[src/core/tcc_pkg.sv]
package tcc_pkg;

   // register byte offsets on the AXI4-Lite slave
   localparam logic [7:0] OFS_CTRL = 8'h00;  // mode, preload, fast, direction, count enable
   localparam logic [7:0] OFS_CHEN = 8'h04;  // channel output enable
   localparam logic [7:0] OFS_LOCK = 8'h08;  // protection level
   localparam logic [7:0] OFS_TRIG = 8'h0C;  // trigger source select
   localparam logic [7:0] OFS_CMP  = 8'h10;  // compare value (preload copy)
   localparam logic [7:0] OFS_ACT  = 8'h14;  // active compare value, read only
   localparam logic [7:0] OFS_PER  = 8'h18;  // counter period
   localparam logic [7:0] OFS_STAT = 8'h1C;  // live state, read only

   // direction select codes
   localparam logic [1:0] DIR_OUT = 2'h0;
   localparam logic [1:0] DIR_TI1 = 2'h1;
   localparam logic [1:0] DIR_TI2 = 2'h2;
   localparam logic [1:0] DIR_TRC = 2'h3;

   // compare mode codes
   localparam logic [2:0] MODE_FROZEN = 3'h0;
   localparam logic [2:0] MODE_SET    = 3'h1;
   localparam logic [2:0] MODE_CLR    = 3'h2;
   localparam logic [2:0] MODE_TOGGLE = 3'h3;
   localparam logic [2:0] MODE_LOW    = 3'h4;
   localparam logic [2:0] MODE_HIGH   = 3'h5;
   localparam logic [2:0] MODE_PWM_MODE_ONE   = 3'h6;
   localparam logic [2:0] MODE_PWM_MODE_TWO   = 3'h7;

   localparam logic [1:0] LOCK_TOP   = 2'h3;  // highest protection level
   localparam logic [2:0] TS_INT_MAX = 3'h3;  // codes 0..3 pick an internal trigger

   localparam logic [1:0] RESP_OKAY   = 2'h0;
   localparam logic [1:0] RESP_SLVERR = 2'h2;

   // trigger-to-output latencies in clock cycles
   localparam int FAST_LAT_CYC = 3;
   localparam int SLOW_LAT_CYC = 5;
   localparam int FAST_IDX     = FAST_LAT_CYC - 2;  // pipe stage feeding the output flop
   localparam int SLOW_IDX     = SLOW_LAT_CYC - 3;  // pipe stage resetting the counter

   typedef struct packed {
      logic       cntEn;
      logic [2:0] compareMode1;
      logic       comparePreloadEnable;
      logic       compareFastEnable;
      logic [1:0] channelDirectionSelect;
   } tcc_ctrl_type;

   localparam tcc_ctrl_type CTRL_RST = '0;

   typedef struct packed {
      logic [7:0]  addr;
      logic [31:0] data;
      logic [3:0]  strb;
   } tcc_wreq_type;

endpackage

[src/core/tcc_channel1_ctrl.sv]
// How it works
// - with preload on, software compare accesses touch only the preload copy
// - with preload on, each update event copies preload into active compare
// - with preload off, compare writes reach the active value at once
// - preload bit frozen while protection level is 3 and channel is output
// - fast off: output follows counter compare, trigger acts after five cycles
// - fast on: trigger edge acts as a match, forcing the compare level
// - fast path: trigger sample flop to output takes three cycles
// - fast enable acts only in the two pwm modes
// - mode 110 is pwm one, mode 111 is pwm two
// - direction 00 output, 01 input from timer input 1, 10 from input 2
// - direction 11 takes internal trigger capture, only with internal trigger source
// - direction field writable only while channel output enable is 0
`timescale 1ns/1ps
module tcc_channel1_ctrl
   import tcc_pkg::*;
#(
   parameter int CNT_W = 16
)(
   input  wire logic        mclk,
   input  wire logic        rst,
   // AXI4-Lite slave
   input  wire logic [7:0]  s_axi_awaddr,
   input  wire logic        s_axi_awvalid,
   output logic             s_axi_awready,
   input  wire logic [31:0] s_axi_wdata,
   input  wire logic [3:0]  s_axi_wstrb,
   input  wire logic        s_axi_wvalid,
   output logic             s_axi_wready,
   output logic [1:0]       s_axi_bresp,
   output logic             s_axi_bvalid,
   input  wire logic        s_axi_bready,
   input  wire logic [7:0]  s_axi_araddr,
   input  wire logic        s_axi_arvalid,
   output logic             s_axi_arready,
   output logic [31:0]      s_axi_rdata,
   output logic [1:0]       s_axi_rresp,
   output logic             s_axi_rvalid,
   input  wire logic        s_axi_rready,
   // timer side
   input  wire logic        trigIn,
   input  wire logic        timerInput1,
   input  wire logic        timerInput2,
   input  wire logic        internalTriggerCapture,
   output logic             channelOut,
   output logic             captureInput1,
   output logic             updateEvent
);

   // bus state
   logic         awHeld_r, awHeld_nxt;
   logic         wHeld_r, wHeld_nxt;
   logic [7:0]   awAddr_r, awAddr_nxt;
   logic [31:0]  wData_r, wData_nxt;
   logic [3:0]   wStrb_r, wStrb_nxt;
   logic         bValid_r, bValid_nxt;
   logic [1:0]   bResp_r, bResp_nxt;
   logic         rValid_r, rValid_nxt;
   logic [1:0]   rResp_r, rResp_nxt;
   logic [31:0]  rData_r, rData_nxt;
   tcc_wreq_type wReq;
   logic         doWrite;
   logic         doRead;

   // configuration state
   tcc_ctrl_type ctrl_r, ctrl_nxt;
   logic         outEnable_r, outEnable_nxt;
   logic [1:0]   lockLevel_r, lockLevel_nxt;
   logic [2:0]   trigSel_r, trigSel_nxt;
   logic [CNT_W-1:0] preload_r, preload_nxt;
   logic [CNT_W-1:0] active_r, active_nxt;
   logic [CNT_W-1:0] period_r, period_nxt;

   // timing state
   logic [CNT_W-1:0] cnt_r, cnt_nxt;
   logic         trigSmp_r, trigSmp_nxt;
   logic         trigDly_r, trigDly_nxt;
   logic [SLOW_IDX:0] edgePipe_r, edgePipe_nxt;
   logic         forceHold_r, forceHold_nxt;
   logic         ref_r, ref_nxt;
   logic         chanOut_r, chanOut_nxt;
   logic         capIn_r, capIn_nxt;
   logic         update_r, update_nxt;

   logic         tsInternal;
   logic         isPwm;
   logic         fastActive;
   logic         cntLtCmp;
   logic         cntMatch;
   logic         updNow;

   function automatic logic [31:0] mergeBytes(
      input logic [31:0] oldVal,
      input logic [31:0] newVal,
      input logic [3:0]  strb
   );
      logic [31:0] res;
      res = oldVal;
      for (int i = 0; i < 4; i++)
      begin
         if (strb[i])
         begin
            res[i*8 +: 8] = newVal[i*8 +: 8];
         end
      end
      return res;
   endfunction

   assign tsInternal = (trigSel_r <= TS_INT_MAX);
   assign isPwm      = (ctrl_r.compareMode1 == MODE_PWM_MODE_ONE)
                    || (ctrl_r.compareMode1 == MODE_PWM_MODE_TWO);
   assign fastActive = ctrl_r.compareFastEnable && isPwm;
   assign cntLtCmp   = (cnt_r < active_r);
   assign cntMatch   = (cnt_r == active_r);

   // handshakes are combinational off held state; one write and one read in flight
   assign s_axi_awready = !awHeld_r && !bValid_r;
   assign s_axi_wready  = !wHeld_r && !bValid_r;
   assign s_axi_arready = !rValid_r;
   assign s_axi_bvalid  = bValid_r;
   assign s_axi_bresp   = bResp_r;
   assign s_axi_rvalid  = rValid_r;
   assign s_axi_rresp   = rResp_r;
   assign s_axi_rdata   = rData_r;
   assign channelOut    = chanOut_r;
   assign captureInput1 = capIn_r;
   assign updateEvent   = update_r;

   assign wReq    = '{addr: awAddr_r, data: wData_r, strb: wStrb_r};
   assign doWrite = awHeld_r && wHeld_r && !bValid_r;
   assign doRead  = s_axi_arvalid && s_axi_arready;

   // bus channel next state: address and data may arrive in either order
   always_comb
   begin
      awHeld_nxt = awHeld_r;
      wHeld_nxt  = wHeld_r;
      awAddr_nxt = awAddr_r;
      wData_nxt  = wData_r;
      wStrb_nxt  = wStrb_r;
      bValid_nxt = bValid_r;
      bResp_nxt  = bResp_r;
      rValid_nxt = rValid_r;
      rResp_nxt  = rResp_r;
      rData_nxt  = rData_r;
      if (s_axi_awvalid && s_axi_awready)
      begin
         awHeld_nxt = 1'b1;
         awAddr_nxt = s_axi_awaddr;
      end
      if (s_axi_wvalid && s_axi_wready)
      begin
         wHeld_nxt = 1'b1;
         wData_nxt = s_axi_wdata;
         wStrb_nxt = s_axi_wstrb;
      end
      if (doWrite)
      begin
         awHeld_nxt = 1'b0;
         wHeld_nxt  = 1'b0;
         bValid_nxt = 1'b1;
         unique case (wReq.addr)
            OFS_CTRL, OFS_CHEN, OFS_LOCK, OFS_TRIG, OFS_CMP, OFS_PER: bResp_nxt = RESP_OKAY;
            default: bResp_nxt = RESP_SLVERR;  // read-only and unmapped words
         endcase
      end
      else if (bValid_r && s_axi_bready)
      begin
         bValid_nxt = 1'b0;
      end
      if (doRead)
      begin
         rValid_nxt = 1'b1;
         rResp_nxt  = RESP_OKAY;
         unique case (s_axi_araddr)
            OFS_CTRL: rData_nxt = 32'(ctrl_r);
            OFS_CHEN: rData_nxt = 32'(outEnable_r);
            OFS_LOCK: rData_nxt = 32'(lockLevel_r);
            OFS_TRIG: rData_nxt = 32'(trigSel_r);
            OFS_CMP:  rData_nxt = 32'(preload_r);
            OFS_ACT:  rData_nxt = 32'(active_r);
            OFS_PER:  rData_nxt = 32'(period_r);
            OFS_STAT: rData_nxt = {16'(cnt_r), 12'h000, tsInternal, capIn_r, ref_r, chanOut_r};
            default:
            begin
               rData_nxt = 32'h0000_0000;
               rResp_nxt = RESP_SLVERR;
            end
         endcase
      end
      else if (rValid_r && s_axi_rready)
      begin
         rValid_nxt = 1'b0;
      end
   end

   always_ff @(posedge mclk)
   begin
      if (rst)
      begin
         awHeld_r <= 1'b0;
         wHeld_r  <= 1'b0;
         awAddr_r <= 8'h00;
         wData_r  <= 32'h0000_0000;
         wStrb_r  <= 4'h0;
         bValid_r <= 1'b0;
         bResp_r  <= RESP_OKAY;
         rValid_r <= 1'b0;
         rResp_r  <= RESP_OKAY;
         rData_r  <= 32'h0000_0000;
      end
      else
      begin
         awHeld_r <= awHeld_nxt;
         wHeld_r  <= wHeld_nxt;
         awAddr_r <= awAddr_nxt;
         wData_r  <= wData_nxt;
         wStrb_r  <= wStrb_nxt;
         bValid_r <= bValid_nxt;
         bResp_r  <= bResp_nxt;
         rValid_r <= rValid_nxt;
         rResp_r  <= rResp_nxt;
         rData_r  <= rData_nxt;
      end
   end

   // configuration next state; guarded fields keep their value on a blocked write
   always_comb
   begin
      tcc_ctrl_type newCtrl;
      logic [31:0]  ctrlWord;
      logic [31:0]  cmpWord;
      newCtrl       = ctrl_r;
      ctrlWord      = mergeBytes(32'(ctrl_r), wReq.data, wReq.strb);
      cmpWord       = mergeBytes(32'(preload_r), wReq.data, wReq.strb);
      ctrl_nxt      = ctrl_r;
      outEnable_nxt = outEnable_r;
      lockLevel_nxt = lockLevel_r;
      trigSel_nxt   = trigSel_r;
      preload_nxt   = preload_r;
      active_nxt    = active_r;
      period_nxt    = period_r;
      // update first so a same-cycle write lands in preload, not lost
      if (updNow && ctrl_r.comparePreloadEnable)
      begin
         active_nxt = preload_r;
      end
      if (doWrite)
      begin
         unique case (wReq.addr)
            OFS_CTRL:
            begin
               newCtrl = tcc_ctrl_type'(ctrlWord[7:0]);
               if (outEnable_r)
               begin
                  newCtrl.channelDirectionSelect = ctrl_r.channelDirectionSelect;
               end
               if (lockLevel_r == LOCK_TOP && ctrl_r.channelDirectionSelect == DIR_OUT)
               begin
                  newCtrl.comparePreloadEnable = ctrl_r.comparePreloadEnable;
               end
               ctrl_nxt = newCtrl;
            end
            OFS_CHEN: outEnable_nxt = wReq.strb[0] ? wReq.data[0] : outEnable_r;
            OFS_LOCK: lockLevel_nxt = wReq.strb[0] ? wReq.data[1:0] : lockLevel_r;
            OFS_TRIG: trigSel_nxt = wReq.strb[0] ? wReq.data[2:0] : trigSel_r;
            OFS_CMP:
            begin
               preload_nxt = cmpWord[CNT_W-1:0];
               if (!ctrl_r.comparePreloadEnable)
               begin
                  active_nxt = cmpWord[CNT_W-1:0];
               end
            end
            OFS_PER: period_nxt = CNT_W'(mergeBytes(32'(period_r), wReq.data, wReq.strb));
            default: ;
         endcase
      end
   end

   always_ff @(posedge mclk)
   begin
      if (rst)
      begin
         ctrl_r      <= CTRL_RST;
         outEnable_r <= 1'b0;
         lockLevel_r <= 2'h0;
         trigSel_r   <= 3'h0;
         preload_r   <= '0;
         active_r    <= '0;
         period_r    <= '1;
      end
      else
      begin
         ctrl_r      <= ctrl_nxt;
         outEnable_r <= outEnable_nxt;
         lockLevel_r <= lockLevel_nxt;
         trigSel_r   <= trigSel_nxt;
         preload_r   <= preload_nxt;
         active_r    <= active_nxt;
         period_r    <= period_nxt;
      end
   end

   // counter, trigger pipe and channel output next state
   always_comb
   begin
      trigSmp_nxt  = trigIn;                   // trigger sampling flop
      trigDly_nxt  = trigSmp_r;
      edgePipe_nxt = {edgePipe_r[SLOW_IDX-1:0], trigSmp_r & ~trigDly_r};
      updNow       = 1'b0;
      cnt_nxt      = cnt_r;
      // trigger reset reaches the counter late, so the compare path needs five cycles
      if (edgePipe_r[SLOW_IDX])
      begin
         cnt_nxt = '0;
         updNow  = 1'b1;
      end
      else if (ctrl_r.cntEn)
      begin
         if (cnt_r == period_r)
         begin
            cnt_nxt = '0;
            updNow  = 1'b1;
         end
         else
         begin
            cnt_nxt = cnt_r + CNT_W'(1);
         end
      end
      update_nxt = updNow;
      ref_nxt    = ref_r;
      unique case (ctrl_r.compareMode1)
         MODE_FROZEN: ref_nxt = ref_r;
         MODE_SET:    ref_nxt = cntMatch ? 1'b1 : ref_r;
         MODE_CLR:    ref_nxt = cntMatch ? 1'b0 : ref_r;
         MODE_TOGGLE: ref_nxt = cntMatch ? ~ref_r : ref_r;
         MODE_LOW:    ref_nxt = 1'b0;
         MODE_HIGH:   ref_nxt = 1'b1;
         MODE_PWM_MODE_ONE:   ref_nxt = cntLtCmp;
         MODE_PWM_MODE_TWO:   ref_nxt = ~cntLtCmp;
      endcase
      // fast path holds the match level until the counter reset takes over
      forceHold_nxt = fastActive
                    && (edgePipe_r[FAST_IDX] || (forceHold_r && !edgePipe_r[SLOW_IDX]));
      if (fastActive && (edgePipe_r[FAST_IDX] || forceHold_r))
      begin
         ref_nxt = (ctrl_r.compareMode1 == MODE_PWM_MODE_TWO);
      end
      chanOut_nxt = ref_nxt && outEnable_r
                 && (ctrl_r.channelDirectionSelect == DIR_OUT);
      unique case (ctrl_r.channelDirectionSelect)
         DIR_OUT: capIn_nxt = 1'b0;
         DIR_TI1: capIn_nxt = timerInput1;
         DIR_TI2: capIn_nxt = timerInput2;
         DIR_TRC: capIn_nxt = tsInternal && internalTriggerCapture;
      endcase
   end

   always_ff @(posedge mclk)
   begin
      if (rst)
      begin
         cnt_r       <= '0;
         trigSmp_r   <= 1'b0;
         trigDly_r   <= 1'b0;
         edgePipe_r  <= '0;
         forceHold_r <= 1'b0;
         ref_r       <= 1'b0;
         chanOut_r   <= 1'b0;
         capIn_r     <= 1'b0;
         update_r    <= 1'b0;
      end
      else
      begin
         cnt_r       <= cnt_nxt;
         trigSmp_r   <= trigSmp_nxt;
         trigDly_r   <= trigDly_nxt;
         edgePipe_r  <= edgePipe_nxt;
         forceHold_r <= forceHold_nxt;
         ref_r       <= ref_nxt;
         chanOut_r   <= chanOut_nxt;
         capIn_r     <= capIn_nxt;
         update_r    <= update_nxt;
      end
   end

endmodule

[config.mk]
export PLATFORM = sky130hd
export DESIGN_NAME = tcc_channel1_ctrl
export DESIGN_NICKNAME = d
export VERILOG_FILES = /design/src/core/tcc_pkg.sv /design/src/core/tcc_channel1_ctrl.sv
export SDC_FILE = /design/constraint.sdc
export NUM_CORES = 1
export LEC_CHECK = 0
export BUFFER_PORTS_ARGS = -buffer_cell sky130_fd_sc_hd__buf_2
export CAP_MARGIN = 30
export CORE_MARGIN = 2
export CORE_UTILIZATION = 30
export DETAILED_ROUTE_END_ITERATION = 7
export GPL_ROUTABILITY_DRIVEN = 0
export SLEW_MARGIN = 40
export SYNTH_ARGS = -nofsm -noshare
export SYNTH_HDL_FRONTEND = slang
export SYNTH_SLANG_ARGS = --single-unit
[constraint.sdc]
create_clock -name mclk -period 5.1 [get_ports mclk]
set_input_delay 1.02 -clock mclk [delete_from_list [all_inputs] [get_ports mclk]]
set_output_delay 1.02 -clock mclk [all_outputs]
set_load 0.02 [all_outputs]
==> flow_metrics.env, run 1 <==
export IMPL_outcome="finished, final reports clean"
export IMPL_area_growth_pct=16.8
export IMPL_rsz0062_at_grt="no"
export IMPL_cp_start_kind="input pin"
export IMPL_r2r_slack_ns=2.71
export IMPL_timing_final_crit_share_pct=50.2
export IMPL_core_area_um2=23300
export IMPL_end_kind="register"
export IMPL_grt_ovfl_total=0
export IMPL_synth_simple_gate_area_share_pct=22.4
export IMPL_postLayoutSetupSlackWorst_ns=2.54
export IMPL_ys_types=56
export IMPL_tightest_slew_ns=0.692
export IMPL_relSlewSlack_pct=53.9
export IMPL_cts_tree="done"
export IMPL_drc=0
export IMPL_worst_path_max_fanout=12
export IMPL_ant_nets=0
export IMPL_critical_path_class="in2reg"
export IMPL_clk_latency_ns=0.42
export IMPL_io_pins=107
export IMPL_synthArstFlopShare_pct=0
export IMPL_synth_area_mux_share_pct=7.83
export IMPL_fin_tns_setup_ns=0
export IMPL_yosysMostFrequentCell="dfxtp_1"
export IMPL_synth_area_per_cell_um2=8.64
export IMPL_fmax_ghz=0.390
export IMPL_drive_above_1_share_pct=17.7
export IMPL_synthFlopType="dfxtp_1"
export IMPL_ys_ff_latch=152
export IMPL_synthAdderAreaFrac_pct=3.35
export IMPL_p_per_area_nw_per_um2=315
export IMPL_syn_area_um2=7100
export IMPL_final_nets=958
export IMPL_dieWidth_um=158
export IMPL_grt_pass1_wl_um=29200
export IMPL_synth_compound_area_share_pct=15.0
export IMPL_antenna_found_initial=0
export IMPL_die_y_um=158
export IMPL_hold_path_class="reg2reg"
export IMPL_startpoint="s_axi_araddr[7]"
export IMPL_htreeDepth=4
export IMPL_hold_violations=0
export IMPL_rr_startpoint="active_r[15]$_SDFF_PP0_"
export IMPL_worstPathRequired_ns=5.45
export IMPL_final_cell_area_um2=8290
export IMPL_cts_buffer_depth=2
export IMPL_cts_buffers=17
export IMPL_setup_viol=0
export IMPL_vias_per_cell=4.87
export IMPL_power_leakage_nw=3.25
export IMPL_netlist_top_cells_count="dfxtp_1 (152), nand2_1 (111), a21oi_1 (94)"
export IMPL_die_area_um2=24900
export IMPL_timing_rr_end="channelOut$_SDFF_PP0_"
export IMPL_grt_max_degree=86
export IMPL_first_iter_violations=472
export IMPL_grt_pass1_vias=5358
export IMPL_wl_um=18000
export IMPL_dr_total_vias=5883
export IMPL_clkSlewWorstSetupHoldPaths_ns=0.06
export IMPL_wire_per_inst_um=14.9
export IMPL_drt_first_pass_iters=5
export IMPL_pre_cts_slack_ns=2.12
export IMPL_ctsHoldBuffers=0
export IMPL_ys_warn_count=0
export IMPL_track_usage_pct=14.9
export IMPL_yosysTopAreaCellShare_pct=42.9
export IMPL_crit_arrival_ns=2.91
export IMPL_cp_endpoint="s_axi_rdata[6]$_SDFFE_PP0P_"
export IMPL_peakVddDrop_uv=163
export IMPL_fin_crit_ns=2.56
export IMPL_synth_xor_area_share_pct=3.83
export IMPL_synth_edf_count=0
export IMPL_port_buffers=86
export IMPL_synth_top_family_by_area="simple AND/OR/NAND/NOR gates"
export IMPL_r2r_cells=12
export IMPL_ys_seq_area_share_pct=42.9
export IMPL_numClockSinks=152
export IMPL_start_util_pct=30.4
export IMPL_netlist_instances=821
export IMPL_synthTopCellsByArea="dfxtp_1 (43%), a21oi_1 (6.6%), mux2i_1 (5.9%), nand2_1 (5.9%), nor2_1 (4.8%)"
export IMPL_synth_top_cell_by_area="dfxtp_1"
export IMPL_postCtsSetupRepairBufs=0
export IMPL_cts_root_buf="clkbuf_16"
export IMPL_cts_resized=0
export IMPL_maxCapViolations=0
export IMPL_fin_skew_ns=0.00555
export IMPL_report_final_slew_viol_count=0
export IMPL_dp_hpwl_um=12900
export IMPL_num_rows=56
export IMPL_diodes=0
export IMPL_place_area_um2=7720
-- sequential cells by signal, summed over array words and instances, names as in the netlist, 2 cells and up --
register and cells:
trigSel_r 3, edgePipe_r 3, cnt_r 16, wStrb_r 2
awAddr_r 8, lockLevel_r 2, s_axi_rdata 32, ctrl_r 8
period_r 16, wData_r 16, active_r 16, preload_r 16
-- layer usage --
metal	wire, um	GRT usage, %	share of wire (%)
met1	9570	22.6	53
met5	0	0	0
met3	827	3.39	4.6
met2	7360	20.5	41
met4	263	4.81	1.5
-- worst max-delay path, cell delays in order --
cell and delay [ns]:
buf_2 0.09, nor3_1 0.24, nand3_1 0.52, nor2_1 0.40, a31oi_1 0.14, or3_1 0.37, a21oi_1 0.13
-- cell families (layout without fill, tap and decap cells) --
kind of cell / count (synthesis) / after routing
and+or+nand+nor: 326 / 326
AOI/OAI and AO/OA: 164 / 164
DFF: 152 / 152
buffers and inverters: 77 / 144
muxes: 51 / 51
xor gates and xnor gates: 31 / 31
adders and majority gates: 19 / 19
other: 1 / 2
-- cells in the final DEF (no fill, tap or decap), types with 5 or more instances in the layout --
master,netlist,layout
dfxtp_1,152,151
nand2_1,111,111
a21oi_1,94,94
nor2_1,91,91
buf_2,8,85
mux2i_1,42,42
nand3_1,39,39
a22oi_1,25,25
inv_1,22,22
nand3b_1,20,20
ha_1,19,19
xnor2_1,17,17
clkbuf_16,0,17
o221a_2,15,15
xor2_1,14,14
nor3_1,11,11
nand4_1,8,8
nor2b_1,7,7
mux2_2,6,6
a31oi_1,6,6
and2_1,6,6
o21ai_0,5,5
a21o_1,5,5
clkinvlp_4,0,5
-- power breakdown --
part | switching [mW] | internal, mW | total, mW
sequential | 0.0313 | 1.21 | 1.24
combinational | 0.103 | 0.0619 | 0.164
clock | 0.520 | 0.687 | 1.21
-- layout make-up --
| class | instances | area (um^2) |
|---|---|---|
| clock buffer | 19 | 443 |
| clock inverter | 13 | 121 |
| fill | 2430 | 15000 |
| inverter | 22 | 82.6 |
| multi-input combinational | 593 | 3730 |
| sequential | 152 | 3040 |
| tap | 319 | 399 |
| timing repair buffer | 90 | 467 |
-- worst min-delay path by stage --
stage	start	endpoint	slack (ns)	cells after the start
3_5_place_dp	trigDly_r$_SDFF_PP0_	edgePipe_r[0]$_SDFF_PP0_	0.37	1
2_1_floorplan	trigDly_r$_SDFF_PP0_	edgePipe_r[0]$_SDFF_PP0_	0.37	1
4_1_cts	trigDly_r$_SDFF_PP0_	edgePipe_r[0]$_SDFF_PP0_	0.38	1
3_3_place_gp	trigDly_r$_SDFF_PP0_	edgePipe_r[0]$_SDFF_PP0_	0.37	1
5_1_grt	trigDly_r$_SDFF_PP0_	edgePipe_r[0]$_SDFF_PP0_	0.40	1
6_report	trigDly_r$_SDFF_PP0_	edgePipe_r[0]$_SDFF_PP0_	0.38	1
-- stage by stage --
step	cells	power [mW]	utilization [%]	hold WS, ns
global route	1208	2.72	35.5	0.400
global placement	1176	1.43	33.0	0.371
floorplan	822	1.38	-	0.367
detailed placement	1176	1.43	33.1	0.373
finish	1208	2.61	35.5	0.380
CTS	1208	2.64	35.5	0.382
(Power assumes the default switching activity.)
==> run 2: changes to the inputs <==
Clock period 5.1 ns to 2.6 ns, I/O delays scaled along.
==> run 2 against run 1 <==
Hold slack got worse by 0.099 ns. Clock power increased by 100%. Design area increased by 1.0%. Register-to-register slack got worse by 2.5 ns. Wire length decreased by 1.0%. Via count decreased by 1.4%. Critical endpoint is now channelOut$_SDFF_PP0_.
==> flow_metrics.env, run 2 (synthesized netlist as in run 1, its figures left out) <==
export IMPL_first_iter_violations=433
export IMPL_p_per_area_nw_per_um2=625
export IMPL_cp_start_kind="register"
export IMPL_vias_per_cell=4.78
export IMPL_rsz0062_at_grt="no"
export IMPL_diodes=0
export IMPL_cts_tree="done"
export IMPL_fin_crit_ns=2.34
export IMPL_whs_path_depth=2
export IMPL_pwr_share_seq_pct=46.4
export IMPL_holdWs_ns=0.281
export IMPL_slowest_stage="dfxtp_1"
export IMPL_cts_buffers=17
export IMPL_rr_startpoint="active_r[13]$_SDFF_PP0_"
export IMPL_hold_end="s_axi_rvalid$_SDFFE_PP0P_"
export IMPL_wire_per_inst_um=14.7
export IMPL_die_area_um2=24900
export IMPL_track_usage_pct=14.8
export IMPL_die_y_um=158
export IMPL_crit_arrival_ns=2.66
export IMPL_clk_latency_ns=0.43
export IMPL_peakVddDrop_uv=343
export IMPL_port_buffers=86
export IMPL_max_stage_delay_ns=0.36
export IMPL_final_common_cell="dfxtp_1"
export IMPL_switchingPower_mw=1.24
export IMPL_ant_nets=0
export IMPL_end_kind="register"
export IMPL_timing_final_crit_share_pct=90.2
export IMPL_dr_total_vias=5798
export IMPL_fin_skew_ns=0.0106
export IMPL_crit_buf_inv=1
export IMPL_cts_root_buf="clkbuf_16"
export IMPL_wl_um=17800
export IMPL_start_util_pct=30.4
export IMPL_fin_tns_setup_ns=0
export IMPL_mostFrequentLayoutCells="dfxtp_1 (152), nand2_1 (111), a21oi_1 (94)"
export IMPL_outcome="finished, final reports clean"
export IMPL_final_nets=965
export IMPL_grt_pass1_vias=5353
export IMPL_n_fill_cell=2419
export IMPL_critPathTopFamily="simple AND/OR/NAND/NOR gates"
export IMPL_r2r_slack_ns=0.26
export IMPL_drt_first_pass_iters=5
export IMPL_largest_reg_flops=32
export IMPL_report_final_slew_viol_count=0
export IMPL_grt_ovfl_total=0
export IMPL_numClockSinks=152
export IMPL_critical_path_cell_chain="inv_1, ha_1, nand4_1, nor2_1, nand4_1, ha_1, mux2i_1, nor2_1, a31oi_1, o22a_1, o32a_1, a21oi_1"
export IMPL_r2r_cells=12
export IMPL_dieWidth_um=158
export IMPL_io_pins=107
export IMPL_grt_pass1_wl_um=28900
export IMPL_fmax_ghz=0.426
export IMPL_antenna_found_initial=0
export IMPL_area_growth_pct=18.0
export IMPL_comb_power_share_pct=6.3
export IMPL_grt_max_degree=102
export IMPL_setup_viol=0
export IMPL_power_leakage_nw=3.31
export IMPL_critical_path_class="reg2reg"
export IMPL_relSlewSlack_pct=56.3
export IMPL_p_clk_share_pct=47.3
export IMPL_hold_violations=0
export IMPL_p_int_mw=3.99
export IMPL_cts_buffer_depth=2
export IMPL_htreeDepth=4
export IMPL_worstHoldStart="s_axi_rready"
export IMPL_core_area_um2=23300
export IMPL_ctsHoldBuffers=0
export IMPL_drc=0
export IMPL_postCtsSetupRepairBufs=0
export IMPL_clkSlewWorstSetupHoldPaths_ns=0.06
export IMPL_drive_above_1_share_pct=18.2
export IMPL_worst_path_max_fanout=4
export IMPL_swShare_pct=23.7
export IMPL_tightest_slew_ns=0.655
export IMPL_num_rows=56
export IMPL_hold_path_class="in2reg"
export IMPL_dp_hpwl_um=13100
export IMPL_timing_rr_end="channelOut$_SDFF_PP0_"
export IMPL_cts_resized=0
export IMPL_worstPathRequired_ns=2.91
export IMPL_maxCapViolations=0
==> run 2: cell count changes in the layout (fill, tap and decap cells not counted), moves of 2 or more <==
| cell | previous run | this run |
|---|---|---|
| clkinvlp_4 | 5 | 2 |
| clkinv_4 | 3 | 1 |
| bufinv_16 | 1 | 3 |
| clkinv_2 | 2 | 7 |
| buf_4 | 4 | 10 |
| buf_12 | 0 | 2 |
==> run 2: area by class of cell <==
| class | instances | area, um^2 | area share (%) |
|---|---|---|---|
| multi-input cells | 593 | 3720 | 44.5 |
| clock buffers | 17 | 425 | 5.08 |
| inverters | 22 | 82.6 | 0.986 |
| well taps | 319 | 399 | 4.77 |
| clock inverters | 14 | 158 | 1.88 |
| repair buffers | 97 | 541 | 6.46 |
| flip-flops and latches | 152 | 3040 | 36.3 |
==> run 2: worst register-to-register path, cell delays in order, from the launching register on <==
cell and delay (ns):
dfxtp_1 0.36, inv_1 0.06, ha_1 0.30, nand4_1 0.25, nor2_1 0.17, nand4_1 0.16
ha_1 0.22, mux2i_1 0.13, nor2_1 0.05, a31oi_1 0.15, o22a_1 0.15, o32a_1 0.16
a21oi_1 0.07
==> run 2: power by group through the flow <==
stage	clock network [mW]	registers, mW	logic (mW)
after floorplan	0	2.46	0.245
after global placement	0	2.48	0.330
after detailed placement	0	2.48	0.333
after CTS	2.53	2.43	0.334
after global routing	2.62	2.43	0.369
final	2.48	2.43	0.331
==> run 2: worst max path at each step <==
stage	from	to	slack [ns]	cells past startpoint
floorplan	s_axi_araddr[3]	s_axi_rdata[2]$_SDFFE_PP0P_	0.62	8
global placement	active_r[14]$_SDFF_PP0_	channelOut$_SDFF_PP0_	0.34	12
detailed placement	active_r[14]$_SDFF_PP0_	channelOut$_SDFF_PP0_	0.30	12
CTS	active_r[15]$_SDFF_PP0_	channelOut$_SDFF_PP0_	0.25	12
global route	active_r[13]$_SDFF_PP0_	channelOut$_SDFF_PP0_	0.04	12
finish	active_r[13]$_SDFF_PP0_	channelOut$_SDFF_PP0_	0.26	12
==> run 2: stage by stage <==
step                cell area [um^2]  setup slack [ns]  cells  total power, mW  utilization (%)
finish                          8370             0.255   1214             5.23             35.9
global route                    8370            0.0449   1214             5.42             35.9
CTS                             8370             0.247   1214             5.29             35.9
detailed placement              7790             0.299   1183             2.81             33.4
global placement                7790             0.340   1183             2.81             33.4
floorplan                       7100             0.615    822             2.70                -
==> run 2: routing by layer <==
layer  GRT usage [%]  part of all wire [%]  vias to the layer above
li1                -                     -                     2998
met1            21.7                    53                     2643
met2            21.7                    41                      142
met3            2.90                   5.0                       15
met4            4.72                   1.2                        0
met5               0                     0                        -
==> run 3: changes to the inputs <==
Settings changed: CTS_BUF_LIST set to sky130_fd_sc_hd__clkbuf_4 sky130_fd_sc_hd__clkbuf_8 sky130_fd_sc_hd__clkbuf_16, PLACE_DENSITY set to 0.51.
==> run 3 against run 2 <==
Total power is 2.9% lower. Highest routed layer unchanged. Flip-flop and latch count is the same. Die area unchanged. Utilization is essentially flat. Combinational power is 3% higher.
==> flow_metrics.env, run 3 (synthesized netlist as in run 1, its figures left out) <==
export IMPL_outcome="finished, final reports clean"
export IMPL_relSlewSlack_pct=55.0
export IMPL_rr_startpoint="active_r[15]$_SDFF_PP0_"
export IMPL_die_area_um2=24900
export IMPL_dp_hpwl_um=13800
export IMPL_drive_above_1_share_pct=19.0
export IMPL_largest_reg_flops=32
export IMPL_wire_per_inst_um=15.4
export IMPL_fin_skew_ns=0.0117
export IMPL_vias_per_cell=4.81
export IMPL_antenna_found_initial=0
export IMPL_startpoint="active_r[15]$_SDFF_PP0_"
export IMPL_diodes=0
export IMPL_final_nets=973
export IMPL_timing_rr_end="channelOut$_SDFF_PP0_"
export IMPL_p_clk_share_pct=45.7
export IMPL_drc=0
export IMPL_clk_latency_ns=0.43
export IMPL_r2r_cells=12
export IMPL_start_util_pct=30.4
export IMPL_dieWidth_um=158
export IMPL_core_area_um2=23300
export IMPL_cts_tree="done"
export IMPL_power_leakage_nw=3.31
export IMPL_ctsHoldBuffers=0
export IMPL_postCtsSetupRepairBufs=0
export IMPL_switchingPower_mw=1.32
export IMPL_fin_crit_ns=2.31
export IMPL_cts_buffers=17
export IMPL_dr_total_vias=5882
export IMPL_numClockSinks=152
export IMPL_whs_path_depth=2
export IMPL_swShare_pct=26.0
export IMPL_drt_first_pass_iters=5
export IMPL_hold_path_class="in2reg"
export IMPL_cp_endpoint="channelOut$_SDFF_PP0_"
export IMPL_track_usage_pct=15.9
export IMPL_first_iter_violations=467
export IMPL_end_kind="register"
export IMPL_tightest_slew_ns=0.674
export IMPL_worst_path_max_fanout=4
export IMPL_die_y_um=158
export IMPL_area_growth_pct=18.1
export IMPL_clkSlewWorstSetupHoldPaths_ns=0.06
export IMPL_grt_max_degree=58
export IMPL_n_fill_cell=2472
export IMPL_regArea_um2=3040
export IMPL_maxCapViolations=0
export IMPL_cts_resized=0
export IMPL_cp_start_kind="register"
export IMPL_cts_buffer_depth=2
export IMPL_grt_pass1_wl_um=30900
export IMPL_cts_root_buf="clkbuf_16"
export IMPL_fin_tns_setup_ns=0
export IMPL_io_pins=107
export IMPL_r2r_slack_ns=0.29
export IMPL_peakVddDrop_uv=305
export IMPL_p_per_area_nw_per_um2=607
export IMPL_final_common_cell="dfxtp_1"
export IMPL_grt_pass1_vias=5597
export IMPL_port_buffers=86
export IMPL_timing_final_crit_share_pct=88.9
export IMPL_grt_ovfl_total=0
export IMPL_comb_power_share_pct=6.7
export IMPL_setup_viol=0
export IMPL_fmax_ghz=0.433
export IMPL_wl_um=18800
export IMPL_fin_util_pct=35.9
export IMPL_mostFrequentLayoutCells="dfxtp_1 (152), nand2_1 (111), a21oi_1 (94)"
export IMPL_report_final_slew_viol_count=0
export IMPL_pwr_share_seq_pct=47.6
export IMPL_crit_arrival_ns=2.64
export IMPL_worstPathRequired_ns=2.93
export IMPL_multi_input_area_um2=3720
export IMPL_hold_violations=0
export IMPL_num_rows=56
export IMPL_htreeDepth=4
export IMPL_critical_path_class="reg2reg"
export IMPL_rsz0062_at_grt="no"
export IMPL_p_int_mw=3.76
export IMPL_ant_nets=0
[run 3: through the flow]
step	instances	power [mW]	setup slack (ns)	hold WS (ns)	instance area [um^2]
after floorplan	822	2.70	0.615	0.367	7100
after global placement	1191	2.81	0.280	0.381	7840
after detailed placement	1191	2.82	0.310	0.379	7840
after CTS	1223	5.14	0.276	0.258	8380
after global routing	1223	5.28	0.127	0.268	8380
final	1223	5.08	0.290	0.274	8380
[run 3: area by class of cell]
cell class	count	area share, %
clock buffers	20	5.35
clock inverters	12	1.12
inverters	22	0.986
multi-input cells	593	44.4
flip-flops and latches	152	36.3
well taps	319	4.76
repair buffers	105	7.02
[run 3: critical path, cell delays in order, from the launching register on]
cell and delay [ns]:
dfxtp_1 0.35, inv_1 0.06, ha_1 0.30, nand4_1 0.26, nor2_1 0.18, nand4_1 0.13, ha_1 0.20, mux2i_1 0.13
nor2_1 0.05, a31oi_1 0.15, o22a_1 0.14, o32a_1 0.17, a21oi_1 0.07
[run 3: routing by layer]
metal	part of all wire [%]	GRT usage [%]	wire, um
met1	54	24.2	10100
met4	1.8	5.63	344
met2	40	21.7	7480
met5	0	0	0
met3	4.7	3.18	886
[run 3: worst min path at each step]
stage                                     from                        end  slack (ns)
final                             s_axi_rready  s_axi_rvalid$_SDFFE_PP0P_        0.27
after global routing              s_axi_rready  s_axi_rvalid$_SDFFE_PP0P_        0.27
after CTS                         s_axi_rready  s_axi_rvalid$_SDFFE_PP0P_        0.26
after detailed placement  trigDly_r$_SDFF_PP0_   edgePipe_r[0]$_SDFF_PP0_        0.38
after global placement    trigDly_r$_SDFF_PP0_   edgePipe_r[0]$_SDFF_PP0_        0.38
after floorplan           trigDly_r$_SDFF_PP0_   edgePipe_r[0]$_SDFF_PP0_        0.37
[run 3: power by group through the flow]
stage | logic (mW) | clock network (mW) | registers [mW]
global placement | 0.343 | 0 | 2.47
global route | 0.384 | 2.47 | 2.43
CTS | 0.344 | 2.38 | 2.42
detailed placement | 0.343 | 0 | 2.47
finish | 0.340 | 2.32 | 2.42
floorplan | 0.245 | 0 | 2.46
